$ cat src/inc/flash_seq_pkg.sv
package flash_seq_pkg;
  localparam int ADDR_W = 18;
  localparam int DATA_W = 8;
  localparam int CLK_MHZ = 250;
  localparam logic [7:0] CMD_READ = 8'h00;
  localparam logic [7:0] CMD_IDENT = 8'h90;
  localparam logic [7:0] CMD_ERASE = 8'h20;
  localparam logic [7:0] CMD_ERASE_VERIFY = 8'hA0;
  localparam logic [7:0] CMD_PROGRAM = 8'h40;
  localparam logic [7:0] CMD_PROGRAM_VERIFY = 8'hC0;
  localparam logic [7:0] CMD_RESET = 8'hFF;
  localparam logic [7:0] ERASED_BYTE = 8'hFF;
  localparam logic [7:0] ZERO_BYTE = 8'h00;
  localparam logic [ADDR_W-1:0] ID_MAKER_ADDR = 18'h00000;
  localparam logic [ADDR_W-1:0] ID_PART_ADDR = 18'h00001;
  // Wait times in their own units
  localparam int ERASE_WAIT_MS = 10;
  localparam int PROGRAM_WAIT_US = 10;
  localparam int ERASE_WAIT_CYC = ERASE_WAIT_MS * 1000 * CLK_MHZ;
  localparam int PROGRAM_WAIT_CYC = PROGRAM_WAIT_US * CLK_MHZ;
  // Bus strobe phase lengths, in cycles
  localparam int STROBE_CYC = 25;
  localparam int SETTLE_CYC = 40;
  localparam int CNT_W = 32;
  localparam int MAX_ERASE_PULSES = 1000;
  localparam int MAX_PROGRAM_PULSES = 25;

  typedef enum logic [1:0]
  {
    OP_PROGRAM = 2'h0,
    OP_ERASE   = 2'h1,
    OP_IDENT   = 2'h2
  } op_e;

  typedef struct packed
  {
    logic [ADDR_W-1:0] addr;
    logic [DATA_W-1:0] data;
    logic              chipSelN;
    logic              outEnN;
    logic              writeN;
    logic              dataOe;
  } flash_bus_s;
endpackage

$ cat src/rtl/flash_command_sequencer.sv
`timescale 1ns/1ps
module flash_command_sequencer #(
  parameter int ADDR_W       = flash_seq_pkg::ADDR_W,
  parameter int ERASE_WAIT   = flash_seq_pkg::ERASE_WAIT_CYC,
  parameter int PROGRAM_WAIT = flash_seq_pkg::PROGRAM_WAIT_CYC,
  parameter int LAST_ADDR    = 262143
) (
  input  wire logic                     clk,
  input  wire logic                     rst,
  input  wire logic                     start,
  input  wire flash_seq_pkg::op_e       op,
  input  wire logic [ADDR_W-1:0]        opAddr,
  input  wire logic [7:0]               opData,
  input  wire logic                     programSupplyHigh,
  input  wire logic [7:0]               dataLinesIn,
  output flash_seq_pkg::flash_bus_s     bus,
  output logic                          busy,
  output logic                          done,
  output logic                          fail,
  output logic [7:0]                    makerId,
  output logic [7:0]                    partId
);

  ////////////////////////////////////////////////////////////////////////////
  // Synchronisers for pins

  logic [7:0] dataMeta;
  logic [7:0] dataSync;
  logic       supplyMeta;
  logic       supplySync;

  always_ff @(posedge clk)
  begin
    dataMeta   <= dataLinesIn;
    dataSync   <= dataMeta;
    supplyMeta <= programSupplyHigh;
    supplySync <= supplyMeta;
  end

  ////////////////////////////////////////////////////////////////////////////
  // Sequencer

  typedef enum logic [3:0]
  {
    S_IDLE    = 4'h0,
    S_CMD1    = 4'h1,
    S_CMD2    = 4'h3,
    S_WAIT    = 4'h2,
    S_VERIFY  = 4'h6,
    S_READ    = 4'h7,
    S_CHECK   = 4'h5,
    S_FINISH  = 4'h4,
    S_ZERO    = 4'hC
  } state_e;

  state_e                       state;
  state_e                       next_state;
  flash_seq_pkg::op_e           curOp;
  flash_seq_pkg::op_e           next_curOp;
  logic [ADDR_W-1:0]            addr;
  logic [ADDR_W-1:0]            next_addr;
  logic [7:0]                   data;
  logic [7:0]                   next_data;
  logic [flash_seq_pkg::CNT_W-1:0] cnt;
  logic [flash_seq_pkg::CNT_W-1:0] next_cnt;
  logic [15:0]                  tries;
  logic [15:0]                  next_tries;
  logic                         zeroPass;
  logic                         next_zeroPass;
  flash_seq_pkg::flash_bus_s    next_bus;
  logic                         next_done;
  logic                         next_fail;
  logic [7:0]                   next_makerId;
  logic [7:0]                   next_partId;
  logic [7:0]                   cmd1;
  logic [7:0]                   cmd2;
  logic                         phaseLow;
  logic                         phaseEnd;

  assign busy = (state != S_IDLE);
  assign phaseLow = (cnt < flash_seq_pkg::STROBE_CYC);
  assign phaseEnd = (cnt == flash_seq_pkg::SETTLE_CYC);

  always_comb
  begin
    cmd1 = flash_seq_pkg::CMD_READ;
    cmd2 = flash_seq_pkg::CMD_READ;
    case (curOp)
      flash_seq_pkg::OP_ERASE:
      begin
        cmd1 = flash_seq_pkg::CMD_ERASE;
        cmd2 = flash_seq_pkg::CMD_ERASE;
      end
      flash_seq_pkg::OP_IDENT:
        cmd1 = flash_seq_pkg::CMD_IDENT;
      default:
      begin
        cmd1 = flash_seq_pkg::CMD_PROGRAM;
        cmd2 = data;
      end
    endcase
    if (zeroPass)
    begin
      cmd1 = flash_seq_pkg::CMD_PROGRAM;
      cmd2 = flash_seq_pkg::ZERO_BYTE;
    end
  end

  always_comb
  begin
    next_state    = state;
    next_curOp    = curOp;
    next_addr     = addr;
    next_data     = data;
    next_cnt      = cnt + 1'b1;
    next_tries    = tries;
    next_zeroPass = zeroPass;
    next_done     = 1'b0;
    next_fail     = fail;
    next_makerId  = makerId;
    next_partId   = partId;
    next_bus      = bus;
    next_bus.chipSelN = 1'b1;
    next_bus.outEnN   = 1'b1;
    next_bus.writeN   = 1'b1;
    next_bus.dataOe   = 1'b0;
    case (state)
      S_IDLE:
      begin
        next_cnt = '0;
        if (start && supplySync)
        begin
          next_curOp    = op;
          next_addr     = (op == flash_seq_pkg::OP_PROGRAM) ? opAddr :
                          ((op == flash_seq_pkg::OP_IDENT) ? flash_seq_pkg::ID_MAKER_ADDR : '0);
          next_data     = opData;
          next_tries    = '0;
          next_fail     = 1'b0;
          next_zeroPass = (op == flash_seq_pkg::OP_ERASE);
          next_state    = S_CMD1;
        end
      end
      S_CMD1:
      begin
        // Chip select low, strobe low then high; data held past the rise
        next_bus.chipSelN = 1'b0;
        next_bus.writeN   = !phaseLow;
        next_bus.dataOe   = 1'b1;
        next_bus.data     = cmd1;
        if (phaseEnd)
        begin
          next_cnt   = '0;
          next_state = (curOp == flash_seq_pkg::OP_IDENT) ? S_READ : S_CMD2;
        end
      end
      S_CMD2:
      begin
        // Address driven on the same edge as the fall, data stable through rise
        next_bus.chipSelN = 1'b0;
        next_bus.writeN   = !phaseLow;
        next_bus.dataOe   = 1'b1;
        next_bus.data     = cmd2;
        next_bus.addr     = addr;
        if (phaseEnd)
        begin
          next_cnt   = '0;
          next_state = S_WAIT;
        end
      end
      S_WAIT:
      begin
        if (cnt == ((zeroPass || curOp == flash_seq_pkg::OP_PROGRAM) ?
            PROGRAM_WAIT : ERASE_WAIT))
        begin
          next_cnt   = '0;
          next_state = S_VERIFY;
        end
      end
      S_VERIFY:
      begin
        // Verify strobe ends the pulse and latches the address
        next_bus.chipSelN = 1'b0;
        next_bus.writeN   = !phaseLow;
        next_bus.dataOe   = 1'b1;
        next_bus.addr     = addr;
        next_bus.data     = (curOp == flash_seq_pkg::OP_ERASE && !zeroPass) ?
                            flash_seq_pkg::CMD_ERASE_VERIFY : flash_seq_pkg::CMD_PROGRAM_VERIFY;
        if (phaseEnd)
        begin
          next_cnt   = '0;
          next_state = S_READ;
        end
      end
      S_READ:
      begin
        // Verify or identifier mode persists; read strobe only
        next_bus.chipSelN = 1'b0;
        next_bus.outEnN   = 1'b0;
        next_bus.addr     = addr;
        if (phaseEnd)
        begin
          next_cnt   = '0;
          next_state = S_CHECK;
        end
      end
      S_CHECK:
      begin
        next_cnt   = '0;
        next_state = S_CMD1;
        if (curOp == flash_seq_pkg::OP_IDENT)
        begin
          if (addr == flash_seq_pkg::ID_MAKER_ADDR)
          begin
            next_makerId = dataSync;
            next_addr    = flash_seq_pkg::ID_PART_ADDR;
            next_state   = S_READ;
          end
          else
          begin
            next_partId = dataSync;
            next_state  = S_FINISH;
          end
        end
        else if (dataSync == (zeroPass ? flash_seq_pkg::ZERO_BYTE :
                 ((curOp == flash_seq_pkg::OP_ERASE) ? flash_seq_pkg::ERASED_BYTE : data)))
        begin
          next_tries = '0;
          if (curOp == flash_seq_pkg::OP_PROGRAM)
            next_state = S_FINISH;
          else if (addr == ADDR_W'(LAST_ADDR))
          begin
            next_addr     = '0;
            next_zeroPass = 1'b0;
            next_state    = zeroPass ? S_CMD1 : S_FINISH;
          end
          else
          begin
            next_addr  = addr + 1'b1;
            next_state = zeroPass ? S_CMD1 : S_VERIFY;
          end
        end
        else
        begin
          // Retry: another pulse, verify resumes at the failing byte
          next_tries = tries + 1'b1;
          if (tries + 1'b1 == 16'((zeroPass || curOp == flash_seq_pkg::OP_PROGRAM) ?
              flash_seq_pkg::MAX_PROGRAM_PULSES : flash_seq_pkg::MAX_ERASE_PULSES))
          begin
            next_fail  = 1'b1;
            next_state = S_ZERO;
          end
        end
      end
      S_ZERO:
      begin
        // Return to read mode; two FFh cancel any set-up
        next_bus.chipSelN = 1'b0;
        next_bus.writeN   = !(phaseLow || (cnt >= flash_seq_pkg::SETTLE_CYC &&
                            cnt < flash_seq_pkg::SETTLE_CYC + flash_seq_pkg::STROBE_CYC));
        next_bus.dataOe   = 1'b1;
        next_bus.data     = flash_seq_pkg::CMD_RESET;
        if (cnt == 2 * flash_seq_pkg::SETTLE_CYC)
        begin
          next_cnt   = '0;
          next_state = S_FINISH;
        end
      end
      S_FINISH:
      begin
        // Leave flash in read mode afterwards
        next_bus.chipSelN = 1'b0;
        next_bus.writeN   = !phaseLow;
        next_bus.dataOe   = 1'b1;
        next_bus.data     = flash_seq_pkg::CMD_READ;
        if (phaseEnd)
        begin
          next_done  = 1'b1;
          next_state = S_IDLE;
        end
      end
      default:
        next_state = S_IDLE;
    endcase
  end

  always_ff @(posedge clk)
  begin
    if (rst)
    begin
      state    <= S_IDLE;
      curOp    <= flash_seq_pkg::OP_PROGRAM;
      addr     <= '0;
      data     <= 8'h00;
      cnt      <= '0;
      tries    <= 16'h0000;
      zeroPass <= 1'b0;
      done     <= 1'b0;
      fail     <= 1'b0;
      makerId  <= 8'h00;
      partId   <= 8'h00;
      bus      <= '{addr: '0, data: 8'h00, chipSelN: 1'b1, outEnN: 1'b1,
                    writeN: 1'b1, dataOe: 1'b0};
    end
    else
    begin
      state    <= next_state;
      curOp    <= next_curOp;
      addr     <= next_addr;
      data     <= next_data;
      cnt      <= next_cnt;
      tries    <= next_tries;
      zeroPass <= next_zeroPass;
      done     <= next_done;
      fail     <= next_fail;
      makerId  <= next_makerId;
      partId   <= next_partId;
      bus      <= next_bus;
    end
  end

endmodule // flash_command_sequencer

$ cat config.mk
export PLATFORM = sky130hd
export DESIGN_NAME = flash_command_sequencer
export DESIGN_NICKNAME = d
export VERILOG_FILES = /design/src/inc/flash_seq_pkg.sv /design/src/rtl/flash_command_sequencer.sv
export SDC_FILE = /design/constraint.sdc
export NUM_CORES = 1
export LEC_CHECK = 0
export BUFFER_PORTS_ARGS = -buffer_cell sky130_fd_sc_hd__buf_2
export CORE_UTILIZATION = 63
export DETAILED_ROUTE_END_ITERATION = 8
export PLACE_DENSITY = 0.94
export SLEW_MARGIN = 20
export SYNTH_ARGS = -nofsm -noshare
export SYNTH_HDL_FRONTEND = slang
export SYNTH_SLANG_ARGS = --single-unit
$ cat constraint.sdc
create_clock -name clk -period 3.9 [get_ports clk]
set_input_delay 0.39 -clock clk [delete_from_list [all_inputs] [get_ports clk]]
set_output_delay 0.39 -clock clk [all_outputs]
set_load 0.02 [all_outputs]
After elaboration in Yosys (flattened, before gate mapping) --
Index checks and enable logic that the tools add are counted.
Cells by class: add/subtract/negate cells 3, $lt $le $gt $ge 3, equality and inequality tests 34, mux-type cells 59, bitwise logic cells 2, reduce and logical (&&, ||, !) cells 29
Operator list (number):
- one-hot mux 32 bit (4 select lines) | 1
- 2-to-1 mux 18 bit | 7
- 2-to-1 mux 32 bit | 3
- 2-to-1 mux 16 bit | 3
- 2-to-1 mux 4 bit | 11
- one-hot mux 8 bit (5 select lines) | 1
- one-hot mux 18 bit (2 select lines) | 1
- one-hot mux 4 bit (9 select lines) | 1
- adder 32 x 1 -> 32 bit (second input constant) | 1
- == test 32 x 22 -> 1 bit | 1
- == test 32 x 6 -> 1 bit (second input constant) | 1
- == test 32 x 7 -> 1 bit (second input constant) | 1
- >= comparator 32 x 6 -> 1 bit (second input constant) | 1
- less-than comparator 32 x 5 -> 1 bit (second input constant) | 1
- less-than comparator 32 x 7 -> 1 bit (second input constant) | 1
- 2-to-1 mux 8 bit | 4
- one-hot mux 16 bit (2 select lines) | 1
- one-hot mux 8 bit (2 select lines) | 2
- inequality test 2 bit (second input constant) | 14
- 2-to-1 mux 22 bit | 1
- adder 18 x 1 -> 18 bit (second input constant) | 1
- == test 18 bit (second input constant) | 1
- zero test 18 bit | 1
- adder 16 x 1 -> 16 bit (second input constant) | 1
- 34 further kinds | 69
Word-level totals: register bits 147, input bits 40, output and inout port bits 49, logic and storage cells 151

Logic depth before layout (Yosys ltp) --
word-level depth 8, gate-level depth with buffers 12, gate-level depth less buffers 9

Least setup slack after synthesis --
Ideal clock, no wire load.
path kind register to register, start point register tries[0], end point register state[0], library setup time 131 ps, arrival time 2495 ps, required time 3769 ps, path slack 1275 ps, stages on the path, launching flop included 9, buffers on the path 0, period minus slack after synthesis 2625 ps, cells stage by stage dfxtp_1 -> ha_1 -> nand2_2 -> or3_4 -> a2111oi_4 -> o32ai_1 -> or4_4 -> a2111oi_4 -> o32ai_1
On the way: word-level cells in the longest chain between the ends 6
Ends and longest elaborated chain:
- start, declared | line flash_command_sequencer.sv:66 | logic [15:0] tries;
- start signal, assigned | line flash_command_sequencer.sv:311 | tries <= next_tries;
- adder 16 x 1 -> 16 bit | line flash_command_sequencer.sv:246 | if (tries + 1'b1 == 16'((zeroPass || curOp == flash_seq_pkg::OP_PROGRAM) ?
- == test 16 x 10 -> 1 bit | line flash_command_sequencer.sv:246
- 2-to-1 mux 4 bit | line flash_command_sequencer.sv:246
- 2-to-1 mux 4 bit | line flash_command_sequencer.sv:224 | else if (dataSync == (zeroPass ? flash_seq_pkg::ZERO_BYTE :
- 2-to-1 mux 4 bit | line flash_command_sequencer.sv:210 | if (curOp == flash_seq_pkg::OP_IDENT)
- one-hot mux 4 bit (9 select lines) | line flash_command_sequencer.sv:127 | case (state)
- end signal, assigned | line flash_command_sequencer.sv:306 | state <= next_state;
- end, declared | line flash_command_sequencer.sv:56 | state_e state;
No other way between the ends. A chain may end at the register's enable or synchronous reset.

Final worst setup path --
start point register curOp[1], end point register addr[2]
On the way: word-level cells in the longest chain between the ends 6, elaborated cells on any way between the ends 12, those cells by class 6 x eq/ne; 4 x mux; 2 x reduce/logical
Ends and longest elaborated chain:
- start, declared | line flash_command_sequencer.sv:58 | flash_seq_pkg::op_e curOp;
- start signal, assigned | line flash_command_sequencer.sv:291 | curOp <= flash_seq_pkg::OP_PROGRAM;
- start signal, assigned | line flash_command_sequencer.sv:307 | curOp <= next_curOp;
- == test 2 x 1 -> 1 bit | line flash_command_sequencer.sv:225 | ((curOp == flash_seq_pkg::OP_ERASE) ? flash_seq_pkg::ERASED_BYTE : data)))
- 2-to-1 mux 8 bit | line flash_command_sequencer.sv:225
- 2-to-1 mux 8 bit | line flash_command_sequencer.sv:224
- == test 8 bit | line flash_command_sequencer.sv:224
- inequality test 3 bit (no line)
- AND reduction 5 bit (no line)
- end signal, assigned | line flash_command_sequencer.sv:308 | addr <= next_addr;
- end, declared | line flash_command_sequencer.sv:60 | logic [ADDR_W-1:0] addr;
Parallel ways exist; a longest one is shown, timed or not.

==> run summary <==
layout cells sized above 1 = 15.9%
Total GRT Usage = 31.2%
r2r startpoint = curOp[1]
setup tns final = 0 ns
maxcap violations = 0
Register-to-Register Path Depth = 10
DRC = 2
Slew Viols, Final = 0
Worst Path Arrival = 3.47 ns
origin of the worst setup path = curOp[1]
clk_lat worst skew = 0.43 ns
Antenna Nets Post-Route = 0
R2R Path End = addr[2]
first-pass GRT wire length = 29000 um
Avg WL per Cell = 16.5 um
crit path cell chain = inv_1 -> ha_1 -> nor4b_1 -> a21oi_1 -> o311ai_1 -> a41oi_2 -> buf_4 -> and3b_1 -> nand2_1 -> a21oi_1
clock sink total = 147
initial antenna violation count = 0
Via density = 6.31
Final min period = 3.12 ns
# nets final = 1004
Crit-path slowest cell = and3b_1
asr flop ratio synth = 0%
total gr overflow = 0
root buf cell = clkbuf_16
required time of the critical path = 4.25 ns
die area = 12100 sq um
WHS Endpoint = dataMeta[0]
PnR Total Power = 3.92 mW
final period utilization = 79.9%
Fin. Hold Viols = 0
cts hold-fix bufs = 0
gpl congestion = 0.945
cell class contributing the biggest share of worst-path delay = simple AND/OR/NAND/NOR gates
DRT iter0 DRCs = 772
FP Rows = 39
crit path launch type = flip-flop
Die X = 110 um
largest net degree at the start of global routing = 58
syn avg cell area = 8.18 sq um
Most common cell on crit path = a21oi_1
synthesized area = 7360 sq um
most common cell after layout, fill and taps aside = dfxtp_1
crit-path max FO = 33
Post-synth EDFFs = 0
outcome = finished with violations
Starting Density = 64.4%
Die Span Y = 110 um
core box area = 11400 sq um
CTS Buf Count = 17
WHS = 0.0582 ns
measured slew at the worst slew-check pin = 0.907 ns
register area share after synthesis = 40.0%
Ys Warns = 0
First-pass DRT Iterations = 7
RSZ-0062 raised after global routing = no
power density cells = 472 nW/um^2
Synth-to-Final Area Change = 12.7%
vias in the first global route = 6264
failing checks = DRC
Mapped Cells = 899
r2r setup slk = 0.78 ns
CTS Buffer Depth = 2
leading cell types in the layout, fill and taps excluded = 147 x dfxtp_1, 121 x nor2_1, 117 x nand2_1, 88 x buf_2, 75 x a21oi_1
placed cell area = 7730 sq um
syn_nets = 948
hold wc startpoint = dataLinesIn[0]
Slew Limit Headroom = 39.5%
Distinct cells, synth = 84
CTS H-tree depth = 4
critical path endpoint category = flip-flop
DP HPWL = 12200 um
final WL = 18300 um
Port Buf Inserts = 88
routed vias = 7003
antenna fix cells = 0
final setup violation count = 0
peak supply drop = 0.405 mV
Post-CTS Setup Repair Bufs = 0
hold path cells = 1
f_max = 321 MHz
Setup Skew = 0.00859 ns
Post-synth top flop = dfxtp_1
CP bufs+invs = 2
cell leakage power = 3.13 nW
fin area = 8290 sq um
Synth Register Bits = 147
cts repair resizes = 0
IO Pins = 89
Hold Path Class = in -> reg
CTS tree = built
WS Path Type = reg -> reg
slowest stage delay, CP = 0.59 ns
Reg clk slew, reported paths = 0.06 ns
## metrics by stage
stage | util [%] | instances | setup slack [ns]
floorplan | - | 899 | 1.27
global placement | 67.7 | 1079 | 1.08
detailed placement | 67.7 | 1079 | 0.922
CTS | 72.5 | 1110 | 0.876
global route | 72.6 | 1110 | 0.595
finish | 72.6 | 1110 | 0.782
## power breakdown
part	switching [mW]	internal [mW]	leakage (nW)	total, mW
registers	0.118	1.58	1.19	1.70
logic	0.436	0.255	1.68	0.691
clock network	0.639	0.888	0.257	1.53
total	1.19	2.72	3.13	3.92
## worst max-delay path by stage
| stage | to | slack [ns] | depth (start not counted) |
|---|---|---|---|
| after floorplan | state[0] | 1.27 | 8 |
| after global placement | state[0] | 1.08 | 7 |
| after detailed placement | addr[2] | 0.92 | 10 |
| after CTS | addr[2] | 0.88 | 10 |
| after global routing | addr[15] | 0.59 | 10 |
| final | addr[2] | 0.78 | 10 |
## worst reg2reg max path, stage by stage (launching register included)
cell      delay [ns]
dfxtp_1         0.35
inv_1           0.09
ha_1            0.40
nor4b_1         0.35
a21oi_1         0.08
o311ai_1        0.42
a41oi_2         0.20
buf_4           0.28
and3b_1         0.59
nand2_1         0.11
a21oi_1         0.17
## cells in the mapped netlist (5+ instances only)
library cell / instances / area (sq um)
a21oi_1: 75 / 375
o21ai_1: 9 / 45.0
o21ai_0: 15 / 75.1
nand4_1: 21 / 131
nand3_1: 37 / 185
and3_1: 9 / 56.3
inv_1: 23 / 86.3
nand2b_1: 6 / 37.5
mux2i_1: 22 / 220
buf_6: 8 / 90.1
a311oi_1: 9 / 78.8
clkbuf_1: 40 / 150
xor2_1: 20 / 175
nor2_1: 121 / 454
nor4_1: 12 / 75.1
nor3_1: 26 / 130
xnor2_1: 22 / 193
a221oi_1: 14 / 123
or4_1: 6 / 45.0
o32ai_1: 5 / 43.8
a31oi_1: 6 / 37.5
nand2_1: 117 / 439
dfxtp_1: 147 / 2940
and4_1: 7 / 61.3
nand3b_1: 7 / 52.6
ha_1: 9 / 113
nor4b_1: 6 / 52.6
## logic make-up (layout without fill, tap and decap cells)
| family | Yosys count | in the layout | share of synthesized area, % |
|---|---|---|---|
| and+or+nand+nor | 406 | 406 | 27.1 |
| AOI/OAI and AO/OA | 189 | 189 | 17.6 |
| DFF | 147 | 147 | 40.0 |
| buffers and inverters | 83 | 151 | 5.63 |
| xor gates and xnor gates | 42 | 42 | 5.00 |
| muxes | 23 | 23 | 3.15 |
| adders and majority gates | 9 | 9 | 1.53 |
## routing by layer
| layer | global-route usage [%] | wire length (um) | vias up |
|---|---|---|---|
| met5 | 0 | 0 | - |
| li1 | - | - | 3337 |
| met3 | 7.70 | 1470 | 69 |
| met2 | 50.2 | 8560 | 385 |
| met1 | 38.6 | 7640 | 3212 |
| met4 | 16.0 | 632 | 0 |
## registers in the layout, indices dropped and copies added (netlist names)
name        count
cnt            32
makerId         8
data            8
zeroPass        1
supplySync      1
curOp           2
tries          16
done            1
addr           18
state           4
partId          8
dataMeta        8
supplyMeta      1
dataSync        8
fail            1
bus            30
## final cells by class
class / instances / area [sq um]
Clock buffer: 19 / 443
Clock inverter: 12 / 109
Fill cell: 863 / 3130
Inverter: 24 / 90.1
Multi-Input combinational cell: 669 / 4030
Sequential cell: 147 / 2940
Tap cell: 143 / 179
Timing Repair Buffer: 96 / 500
Power figures use the tool's default switching activity.
